**src/common/timer_pkg.sv**
```systemverilog
package timer_pkg;

    // ==========================================================
    // register map
    localparam int NUM_CH = 2;
    localparam logic [7:0] ADDR_MAIN_CTRL = 8'h00;
    localparam logic [7:0] ADDR_CNT_HI = 8'h01;
    localparam logic [7:0] ADDR_CNT_LO = 8'h02;
    localparam logic [7:0] ADDR_MOD_HI = 8'h03;
    localparam logic [7:0] ADDR_MOD_LO = 8'h04;
    localparam logic [7:0] ADDR_CH_BASE = 8'h05;
    localparam logic [7:0] CH_STRIDE = 8'h03;
    localparam logic [7:0] CH_CTRL_OFS = 8'h00;
    localparam logic [7:0] CH_VAL_HI_OFS = 8'h01;
    localparam logic [7:0] CH_VAL_LO_OFS = 8'h02;
    localparam int FLAG_BIT = 7;

    // ==========================================================
    // reset values and counts
    localparam logic [7:0] CTRL_RESET = 8'h00;
    localparam logic [15:0] CNT_ZERO = 16'h0000;
    localparam logic [15:0] CNT_MAX = 16'hFFFF;
    localparam logic [15:0] CNT_ONE = 16'h0001;

    // ==========================================================
    // types
    typedef struct packed {
        logic overflow_flag;
        logic overflow_irq_enable;
        logic center_align_select;
        logic rsvd4;
        logic count_enable;
        logic [2:0] rsvd;
    } main_ctrl_t;

    typedef struct packed {
        logic channel_event_flag;
        logic channel_irq_enable;
        logic mode_select_high;
        logic mode_select_low;
        logic edge_level_select_high;
        logic edge_level_select_low;
        logic [1:0] rsvd;
    } chan_ctrl_t;

    typedef struct packed {
        logic [7:0] addr;
        logic [7:0] wdata;
        logic wr;
        logic rd;
    } bus_req_t;

    typedef enum logic [1:0] {
        CH_CAPTURE = 2'b00,
        CH_COMPARE = 2'b01,
        CH_EDGE_PWM = 2'b10,
        CH_CENTER_PWM = 2'b11
    } ch_mode_t;

    typedef enum logic {
        DIR_UP = 1'b0,
        DIR_DOWN = 1'b1
    } dir_t;

endpackage

```
**src/core/timer_channels.sv**
```systemverilog
// Local design decisions: the plain strobed port and the address map.
`timescale 1ns/1ps
module timer_channels
    import timer_pkg::*;
(
    input wire logic clock,
    input wire logic resetn,
    input wire bus_req_t bus_req,
    output logic [7:0] rd_data,
    input wire logic [NUM_CH-1:0] ch_pin_i,
    output logic [NUM_CH-1:0] ch_pin_o,
    output logic [NUM_CH-1:0] ch_pin_oe_n,
    output logic overflow_irq,
    output logic [NUM_CH-1:0] channel_irq
);

    // ==========================================================
    // decode
    function automatic logic [7:0] ch_addr(input int ch,
                                           input logic [7:0] ofs);
        return ADDR_CH_BASE + CH_STRIDE * ch[7:0] + ofs;
    endfunction

    wire wr_main = bus_req.wr && bus_req.addr == ADDR_MAIN_CTRL;
    wire rd_main = bus_req.rd && bus_req.addr == ADDR_MAIN_CTRL;
    wire wr_cnt = bus_req.wr && (bus_req.addr == ADDR_CNT_HI ||
                                 bus_req.addr == ADDR_CNT_LO);
    wire wr_mod_hi = bus_req.wr && bus_req.addr == ADDR_MOD_HI;
    wire wr_mod_lo = bus_req.wr && bus_req.addr == ADDR_MOD_LO;

    main_ctrl_t main_q;
    main_ctrl_t main_d;
    logic [15:0] cnt_q;
    logic [15:0] cnt_d;
    dir_t dir_q;
    dir_t dir_d;
    logic [15:0] mod_q;
    logic [15:0] mod_buf_q;
    logic mod_hi_q;
    logic mod_lo_q;
    logic ovf_arm_q;
    logic [7:0] rd_data_q;

    wire center = main_q.center_align_select;
    wire run = main_q.count_enable;
    wire [15:0] term = (mod_q == CNT_ZERO) ? CNT_MAX : mod_q;

    // ==========================================================
    // counter
    // up/down turn at modulus, or wrap at terminal count
    wire ovf_evt = run && (center ? (dir_q == DIR_UP && cnt_q == mod_q)
                                  : cnt_q == term);
    // a stopped counter sitting at zero also counts as zero
    wire edge_load = (ovf_evt && !center) ||
                     (!run && cnt_q == CNT_ZERO);

    always_comb begin
        cnt_d = cnt_q;
        dir_d = center ? dir_q : DIR_UP;
        if (wr_cnt) begin
            cnt_d = CNT_ZERO;
            dir_d = DIR_UP;
        end else if (run && center) begin
            // every count, zero and modulus too, lasts one clock
            if (dir_q == DIR_UP && cnt_q == mod_q) begin
                dir_d = DIR_DOWN;
                cnt_d = cnt_q - CNT_ONE;
            end else if (dir_q == DIR_DOWN && cnt_q == CNT_ZERO) begin
                dir_d = DIR_UP;
                cnt_d = cnt_q + CNT_ONE;
            end else if (dir_q == DIR_UP) begin
                cnt_d = cnt_q + CNT_ONE;
            end else begin
                cnt_d = cnt_q - CNT_ONE;
            end
        end else if (run) begin
            cnt_d = (cnt_q == term) ? CNT_ZERO : cnt_q + CNT_ONE;
        end
    end

    // ==========================================================
    // main control and overflow flag
    wire ovf_clr = wr_main && !bus_req.wdata[FLAG_BIT] && ovf_arm_q;

    always_comb begin
        main_d = main_q;
        if (wr_main) begin
            main_d = main_ctrl_t'(bus_req.wdata);
            main_d.rsvd4 = 1'b0;
            main_d.rsvd = 3'h0;
        end
        // set wins over a clear in the same cycle
        main_d.overflow_flag = ovf_evt ||
                               (main_q.overflow_flag && !ovf_clr);
    end

    // modulus pairs load at once in edge-aligned mode, else at the turn
    wire mod_load = mod_hi_q && mod_lo_q && (!center || ovf_evt);

    always_ff @(posedge clock) begin
        if (!resetn) begin
            main_q <= main_ctrl_t'(CTRL_RESET);
            cnt_q <= CNT_ZERO;
            dir_q <= DIR_UP;
            ovf_arm_q <= 1'b0;
        end else begin
            main_q <= main_d;
            cnt_q <= cnt_d;
            dir_q <= dir_d;
            if (ovf_evt || wr_main) begin
                ovf_arm_q <= 1'b0;
            end else if (rd_main && main_q.overflow_flag) begin
                ovf_arm_q <= 1'b1;
            end
        end
    end

    always_ff @(posedge clock) begin
        if (!resetn) begin
            mod_q <= CNT_ZERO;
            mod_buf_q <= CNT_ZERO;
            mod_hi_q <= 1'b0;
            mod_lo_q <= 1'b0;
        end else begin
            if (wr_mod_hi) begin
                mod_buf_q[15:8] <= bus_req.wdata;
            end
            if (wr_mod_lo) begin
                mod_buf_q[7:0] <= bus_req.wdata;
            end
            if (mod_load) begin
                mod_q <= mod_buf_q;
            end
            if (wr_main || mod_load) begin
                mod_hi_q <= 1'b0;
                mod_lo_q <= 1'b0;
            end else begin
                mod_hi_q <= mod_hi_q || wr_mod_hi;
                mod_lo_q <= mod_lo_q || wr_mod_lo;
            end
        end
    end

    assign overflow_irq = main_q.overflow_flag &&
                          main_q.overflow_irq_enable;

    // ==========================================================
    // channels
    logic [7:0] ch_rd [NUM_CH];

    for (genvar g = 0; g < NUM_CH; g++) begin : g_ch
        chan_ctrl_t cc_q;
        logic [15:0] val_q;
        logic [15:0] vbuf_q;
        logic [15:0] snap_q;
        logic vhi_q;
        logic vlo_q;
        logic lock_q;
        logic lock_hi_q;
        logic arm_q;
        logic sync1_q;
        logic sync2_q;
        logic prev_q;
        logic out_q;
        logic out_d;

        wire is_cc = bus_req.addr == ch_addr(g, CH_CTRL_OFS);
        wire is_hi = bus_req.addr == ch_addr(g, CH_VAL_HI_OFS);
        wire is_lo = bus_req.addr == ch_addr(g, CH_VAL_LO_OFS);
        wire wr_cc = bus_req.wr && is_cc;
        wire rd_cc = bus_req.rd && is_cc;
        wire wr_hi = bus_req.wr && is_hi;
        wire wr_lo = bus_req.wr && is_lo;
        wire rd_val = bus_req.rd && (is_hi || is_lo);

        wire [1:0] els = {cc_q.edge_level_select_high,
                          cc_q.edge_level_select_low};
        wire pol = cc_q.edge_level_select_low;
        // center bit overrides every channel's own mode
        wire ch_mode_t mode = center ? CH_CENTER_PWM :
            cc_q.mode_select_high ? CH_EDGE_PWM :
            cc_q.mode_select_low ? CH_COMPARE : CH_CAPTURE;

        // only the second sync stage feeds the edge detector
        wire rise = sync2_q && !prev_q;
        wire fall = !sync2_q && prev_q;
        wire cap_evt = mode == CH_CAPTURE &&
            ((els[0] && rise) || (els[1] && fall));
        wire match = run && mode != CH_CAPTURE &&
                     cnt_q == val_q;
        wire evt = cap_evt || match;

        wire both = vhi_q && vlo_q;
        wire load = both && (mode == CH_CAPTURE ||
            mode == CH_COMPARE ||
            (mode == CH_EDGE_PWM && edge_load) ||
            (mode == CH_CENTER_PWM && ovf_evt));
        wire [15:0] val_eff = load ? vbuf_q : val_q;
        wire cpwm_off = val_q == CNT_ZERO || val_q[15];

        wire flag_clr = wr_cc && !bus_req.wdata[FLAG_BIT] && arm_q;
        wire flag_nx = evt ||
            (cc_q.channel_event_flag && !flag_clr);
        wire [15:0] vrd = lock_q ? snap_q : val_q;

        assign ch_rd[g] = is_cc ? cc_q :
                          is_hi ? vrd[15:8] :
                          is_lo ? vrd[7:0] : 8'h00;

        // edge pwm looks at the next count so the duty is exact
        always_comb begin
            out_d = out_q;
            case (mode)
                CH_COMPARE: begin
                    if (match) begin
                        case (els)
                            2'b01: out_d = !out_q;
                            2'b10: out_d = 1'b0;
                            2'b11: out_d = 1'b1;
                            default: out_d = out_q;
                        endcase
                    end
                end
                CH_EDGE_PWM: begin
                    // match wins over wrap, so zero value gives 0%
                    if (run && cnt_d == val_eff) begin
                        out_d = pol;
                    end else if (ovf_evt) begin
                        out_d = !pol;
                    end
                end
                CH_CENTER_PWM: begin
                    if (cpwm_off) begin
                        out_d = pol;
                    end else if (val_q > mod_q) begin
                        out_d = !pol;
                    end else if (match) begin
                        out_d = (dir_q == DIR_UP) ? pol : !pol;
                    end
                end
                default: out_d = out_q;
            endcase
        end

        always_ff @(posedge clock) begin
            if (!resetn) begin
                sync1_q <= 1'b0;
                sync2_q <= 1'b0;
                prev_q <= 1'b0;
                out_q <= 1'b0;
            end else begin
                sync1_q <= ch_pin_i[g];
                sync2_q <= sync1_q;
                prev_q <= sync2_q;
                out_q <= out_d;
            end
        end

        always_ff @(posedge clock) begin
            if (!resetn) begin
                cc_q <= chan_ctrl_t'(CTRL_RESET);
                arm_q <= 1'b0;
            end else begin
                if (wr_cc) begin
                    cc_q <= chan_ctrl_t'(bus_req.wdata);
                    cc_q.rsvd <= 2'h0;
                end
                cc_q.channel_event_flag <= flag_nx;
                if (evt || wr_cc) begin
                    arm_q <= 1'b0;
                end else if (rd_cc && cc_q.channel_event_flag) begin
                    arm_q <= 1'b1;
                end
            end
        end

        always_ff @(posedge clock) begin
            if (!resetn) begin
                val_q <= CNT_ZERO;
                vbuf_q <= CNT_ZERO;
                vhi_q <= 1'b0;
                vlo_q <= 1'b0;
            end else begin
                if (cap_evt) begin
                    val_q <= cnt_q;
                end else if (load) begin
                    val_q <= vbuf_q;
                end
                if (wr_hi) begin
                    vbuf_q[15:8] <= bus_req.wdata;
                end
                if (wr_lo) begin
                    vbuf_q[7:0] <= bus_req.wdata;
                end
                if (wr_cc || load) begin
                    vhi_q <= 1'b0;
                    vlo_q <= 1'b0;
                end else begin
                    vhi_q <= vhi_q || wr_hi;
                    vlo_q <= vlo_q || wr_lo;
                end
            end
        end

        // read freeze only matters while captures can land
        always_ff @(posedge clock) begin
            if (!resetn) begin
                snap_q <= CNT_ZERO;
                lock_q <= 1'b0;
                lock_hi_q <= 1'b0;
            end else if (wr_cc) begin
                lock_q <= 1'b0;
            end else if (rd_val && mode == CH_CAPTURE) begin
                if (!lock_q) begin
                    snap_q <= val_q;
                    lock_q <= 1'b1;
                    lock_hi_q <= is_hi;
                end else if (is_hi != lock_hi_q) begin
                    lock_q <= 1'b0;
                end
            end
        end

        assign ch_pin_o[g] = out_q;
        assign ch_pin_oe_n[g] = mode == CH_CAPTURE || els == 2'b00;
        assign channel_irq[g] = cc_q.channel_event_flag &&
                                cc_q.channel_irq_enable;
    end

    // ==========================================================
    // read data
    logic [7:0] rd_mux;

    always_comb begin
        case (bus_req.addr)
            ADDR_MAIN_CTRL: rd_mux = main_q;
            ADDR_CNT_HI: rd_mux = cnt_q[15:8];
            ADDR_CNT_LO: rd_mux = cnt_q[7:0];
            ADDR_MOD_HI: rd_mux = mod_q[15:8];
            ADDR_MOD_LO: rd_mux = mod_q[7:0];
            default: rd_mux = 8'h00;
        endcase
        for (int i = 0; i < NUM_CH; i++) begin
            rd_mux = rd_mux | ch_rd[i];
        end
    end

    always_ff @(posedge clock) begin
        if (!resetn) begin
            rd_data_q <= 8'h00;
        end else begin
            rd_data_q <= bus_req.rd ? rd_mux : 8'h00;
        end
    end

    assign rd_data = rd_data_q;

endmodule
```
**config.mk**
```make
export PLATFORM = sky130hd
export DESIGN_NAME = timer_channels
export DESIGN_NICKNAME = d
export VERILOG_FILES = /design/src/common/timer_pkg.sv /design/src/core/timer_channels.sv
export SDC_FILE = /design/constraint.sdc
export NUM_CORES = 1
export LEC_CHECK = 0
export CAP_MARGIN = 10
export CORE_ASPECT_RATIO = 1.5
export CORE_UTILIZATION = 65
export CTS_BUF_LIST = sky130_fd_sc_hd__clkbuf_4 sky130_fd_sc_hd__clkbuf_8 sky130_fd_sc_hd__clkbuf_16
export DETAILED_ROUTE_END_ITERATION = 10
export DONT_BUFFER_PORTS = 1
export GPL_TIMING_DRIVEN = 0
export PLACE_DENSITY_LB_ADDON = 0.1
export REMOVE_ABC_BUFFERS = 1
export SYNTH_ARGS = -nofsm -noshare
export SYNTH_HDL_FRONTEND = slang
export SYNTH_SLANG_ARGS = --single-unit
```
**constraint.sdc**
```tcl
create_clock -name clock -period 4.46 [get_ports clock]
set_input_delay 0.446 -clock clock [delete_from_list [all_inputs] [get_ports clock]]
set_output_delay 0.446 -clock clock [all_outputs]
set_load 0.005 [all_outputs]
```
==> out/metrics.cfg <==
[clock_network]
htree_levels = 4
tritoncts = yes
cts_root_buf = clkbuf_16
cts_sinks = 190
clockBufferDepth = 2
clk_pin_slew_ps = 80
clk-insertion-delay-late_ps = 450
holdBufCountCts = 0
numCtsBuffers = 17

[power]
power.leakage_uw = 0.004206
p_total_uw = 3540
power_density_mw_per_mm2 = 293.8
peakVddDrop_v = 0.0002716

[timing]
final.setup.worst_slack_ps = 42.12
fin_crit_ps = 4418
fin_skew_ps = 12.17
max_freq_mhz = 226.4
timing.final.crit_share_pct = 99.06
hold_violations = 0
worst_slew_pin_slew_ps = 1256
setup_violations = 0
maxSlewViolCount = 0
slew_headroom_pct = 15.93

[die]
top_level_ports = 37
fp.coreArea_mm2 = 0.01691
dieArea_mm2 = 0.01791
rows = 58
dieWidth_um = 109.6
start_util_pct = 66.76
die_h_um = 163.4

[drt]
drtPass1Iterations = 6
drt_iter0_markers = 1599
postRouteWirelength_mm = 40.36
ant_nets = 0
post_drt_wl_per_cell_um = 25.02
num_vias = 11210
drc = 0
via_per_inst = 6.947

[grt]
use_met3_pct = 11.45
use_met2_pct = 70.27
grt_pass1_vias = 10090
antenna_found_initial = 1
grtUsageMet1_pct = 54.19
grt_pass1_wl_mm = 59.57
grt_start_max_net_pins = 87
track_usage_pct = 45.64
overflow = 0
top_usage_layer = met2

[layout]
design_area_mm2 = 0.01205
layout-drive-gt1-share_pct = 8.553
final_nets = 1448
layout.cells.non_filler = 1613
diodes = 0
fillers = 1422
syn_to_final_growth_pct = 6.739
fin_util_pct = 71.26

[synthesis]
netlist.area_leader.share_pct = 33.70
ys.flop_type = dfxtp_1
synth-seq-cells = 190
ys_seq_area_share_pct = 33.70
netlist_area_mm2 = 0.01129
synth_edf_count = 0
synth.most_common_cell = nand2_1
ys.warnings.count = 0
synth_area_leader_cell = dfxtp_1
synth_cell_types = 80
ys_async_sr_fraction_pct = 0
yosys-top-cells-count = nand2_1 (260), dfxtp_1 (190), a21oi_1 (145)
synth_area_leaders = dfxtp_1 (34%), nand2_1 (8.6%), a21oi_1 (6.4%)
syn_area_per_cell_um2 = 7.737
syn_inst = 1459

[setup_path]
path_class = reg -> reg
rrSetupSlack_ps = 40
startpoint_type = flop
endpoint_kind = flop
cp_max_fo = 14
worstPathRequired_ps = 4830
cp.arrival_ps = 4790

[placed_design]
dp.cells = 1573
dpl_cell_area_mm2 = 0.01123
dpl.hpwl_mm = 28.04
place_congestion = 1.001
post-place-ws_ps = -634.1
io_buffers = 0

[min_path]
min-delay-path-class = in -> reg

[run_status]
status = finished clean

[flow_run]
max_cap_violations = 0

-- power breakdown --
| group | internal [uW] | switching [uW] |
|---|---|---|
| sequential | 1690 | 21.6 |
| clock | 832 | 790 |
| combinational | 73.0 | 128 |
| total | 2600 | 940 |
-- kinds of logic after synthesis --
| group | share of synthesized area [%] |
|---|---|
| adders and majority gates | 3.990 |
| and+or+nand+nor | 24.82 |
| muxes | 7.049 |
| xor gates and xnor gates | 5.742 |
| buffers and inverters | 4.810 |
| DFF | 33.70 |
| AOI/OAI and AO/OA | 19.90 |
-- worst paths after layout --
check	depth (start not counted)	to	from
worst max-delay path	13	g_ch[1].out_q$_SDFFE_PN0P_	cnt_q[14]$_SDFF_PN0_
worst min-delay path	1	g_ch[1].sync1_q$_SDFF_PN0_	ch_pin_i[1]
worst max register to register	13	g_ch[1].out_q$_SDFFE_PN0P_	cnt_q[14]$_SDFF_PN0_
worst min register to register	1	g_ch[1].sync2_q$_SDFF_PN0_	g_ch[1].sync1_q$_SDFF_PN0_
-- placed cells by master, fill, tap and decap left out, drive strengths merged, types with 3 or more instances in the layout --
cell,n
nand2,260
dfxtp,190
a21oi,147
nor2,107
mux2i,66
nand3,52
xnor2,45
nor3,42
o21ai,42
a211oi,41
inv,40
ha,36
xor2,29
nor4,28
nand4,24
and2,22
clkbuf,18
nor2b,17
o22ai,16
a21o,15
o211ai,12
mux2,12
buf,12
or3,11
o21a,11
a31oi,10
nand2b,9
and3,9
a22oi,9
a221oi,9
a2111oi,7
a22o,5
or2,4
clkinv,4
a41oi,3
o21bai,3
nor3b,3
or4,3
-- timing repair --
item                       in CTS  in global routing
setup buffers                   4                  4
resized for setup              20                 35
setup endpoints to repair       2                  2
pin swaps                       2                  7
-- per-layer routing --
layer | vias to the layer above | share of wire (%)
li1 | 5039 | -
met5 | - | 0.032
met2 | 705 | 46
met4 | 2 | 7.8
met3 | 230 | 10
met1 | 5229 | 36
-- worst max-delay path, cell delays in order (launching register included) --
cell and delay (ps):
dfxtp_4 450, nor2b_1 170, a2111oi_0 450, and4_2 390, nand4_1 420, nand2_1 360
o22ai_1 150, a311o_1 420, nor2_4 250, xnor2_1 130, nor4_2 280, nand4_1 300
mux2_2 380, a211oi_2 180
-- sequential cells by signal (all words and copies together), names as in the netlist, 8 cells and up --
register	cells
g_ch.cc_q	10
mod_buf_q	16
rd_data	8
g_ch.vbuf_q	32
mod_q	16
g_ch.snap_q	32
cnt_q	16
g_ch.val_q	32
-- metrics by stage --
step | hold slack, ps | setup TNS [ps]
2_1_floorplan | 411.8 | -174.2
3_3_place_gp | 416.6 | -74160
3_5_place_dp | 422.4 | -980.7
4_1_cts | 118.1 | 0
5_1_grt | 117.1 | -5.776
6_report | 120.5 | 0
-- layout make-up --
type | instances | area, um2 | share of cell area, %
timing repair buffer | 12 | 128.9 | 1.070
clock buffer | 18 | 439.2 | 3.645
sequential | 190 | 3859 | 32.02
clock inverter | 14 | 183.9 | 1.526
inverter | 31 | 121.4 | 1.007
multi-input combinational | 1138 | 7054 | 58.55
tap | 210 | 262.8 | 2.181
Note: power is estimated with default switching activity, not from simulation.
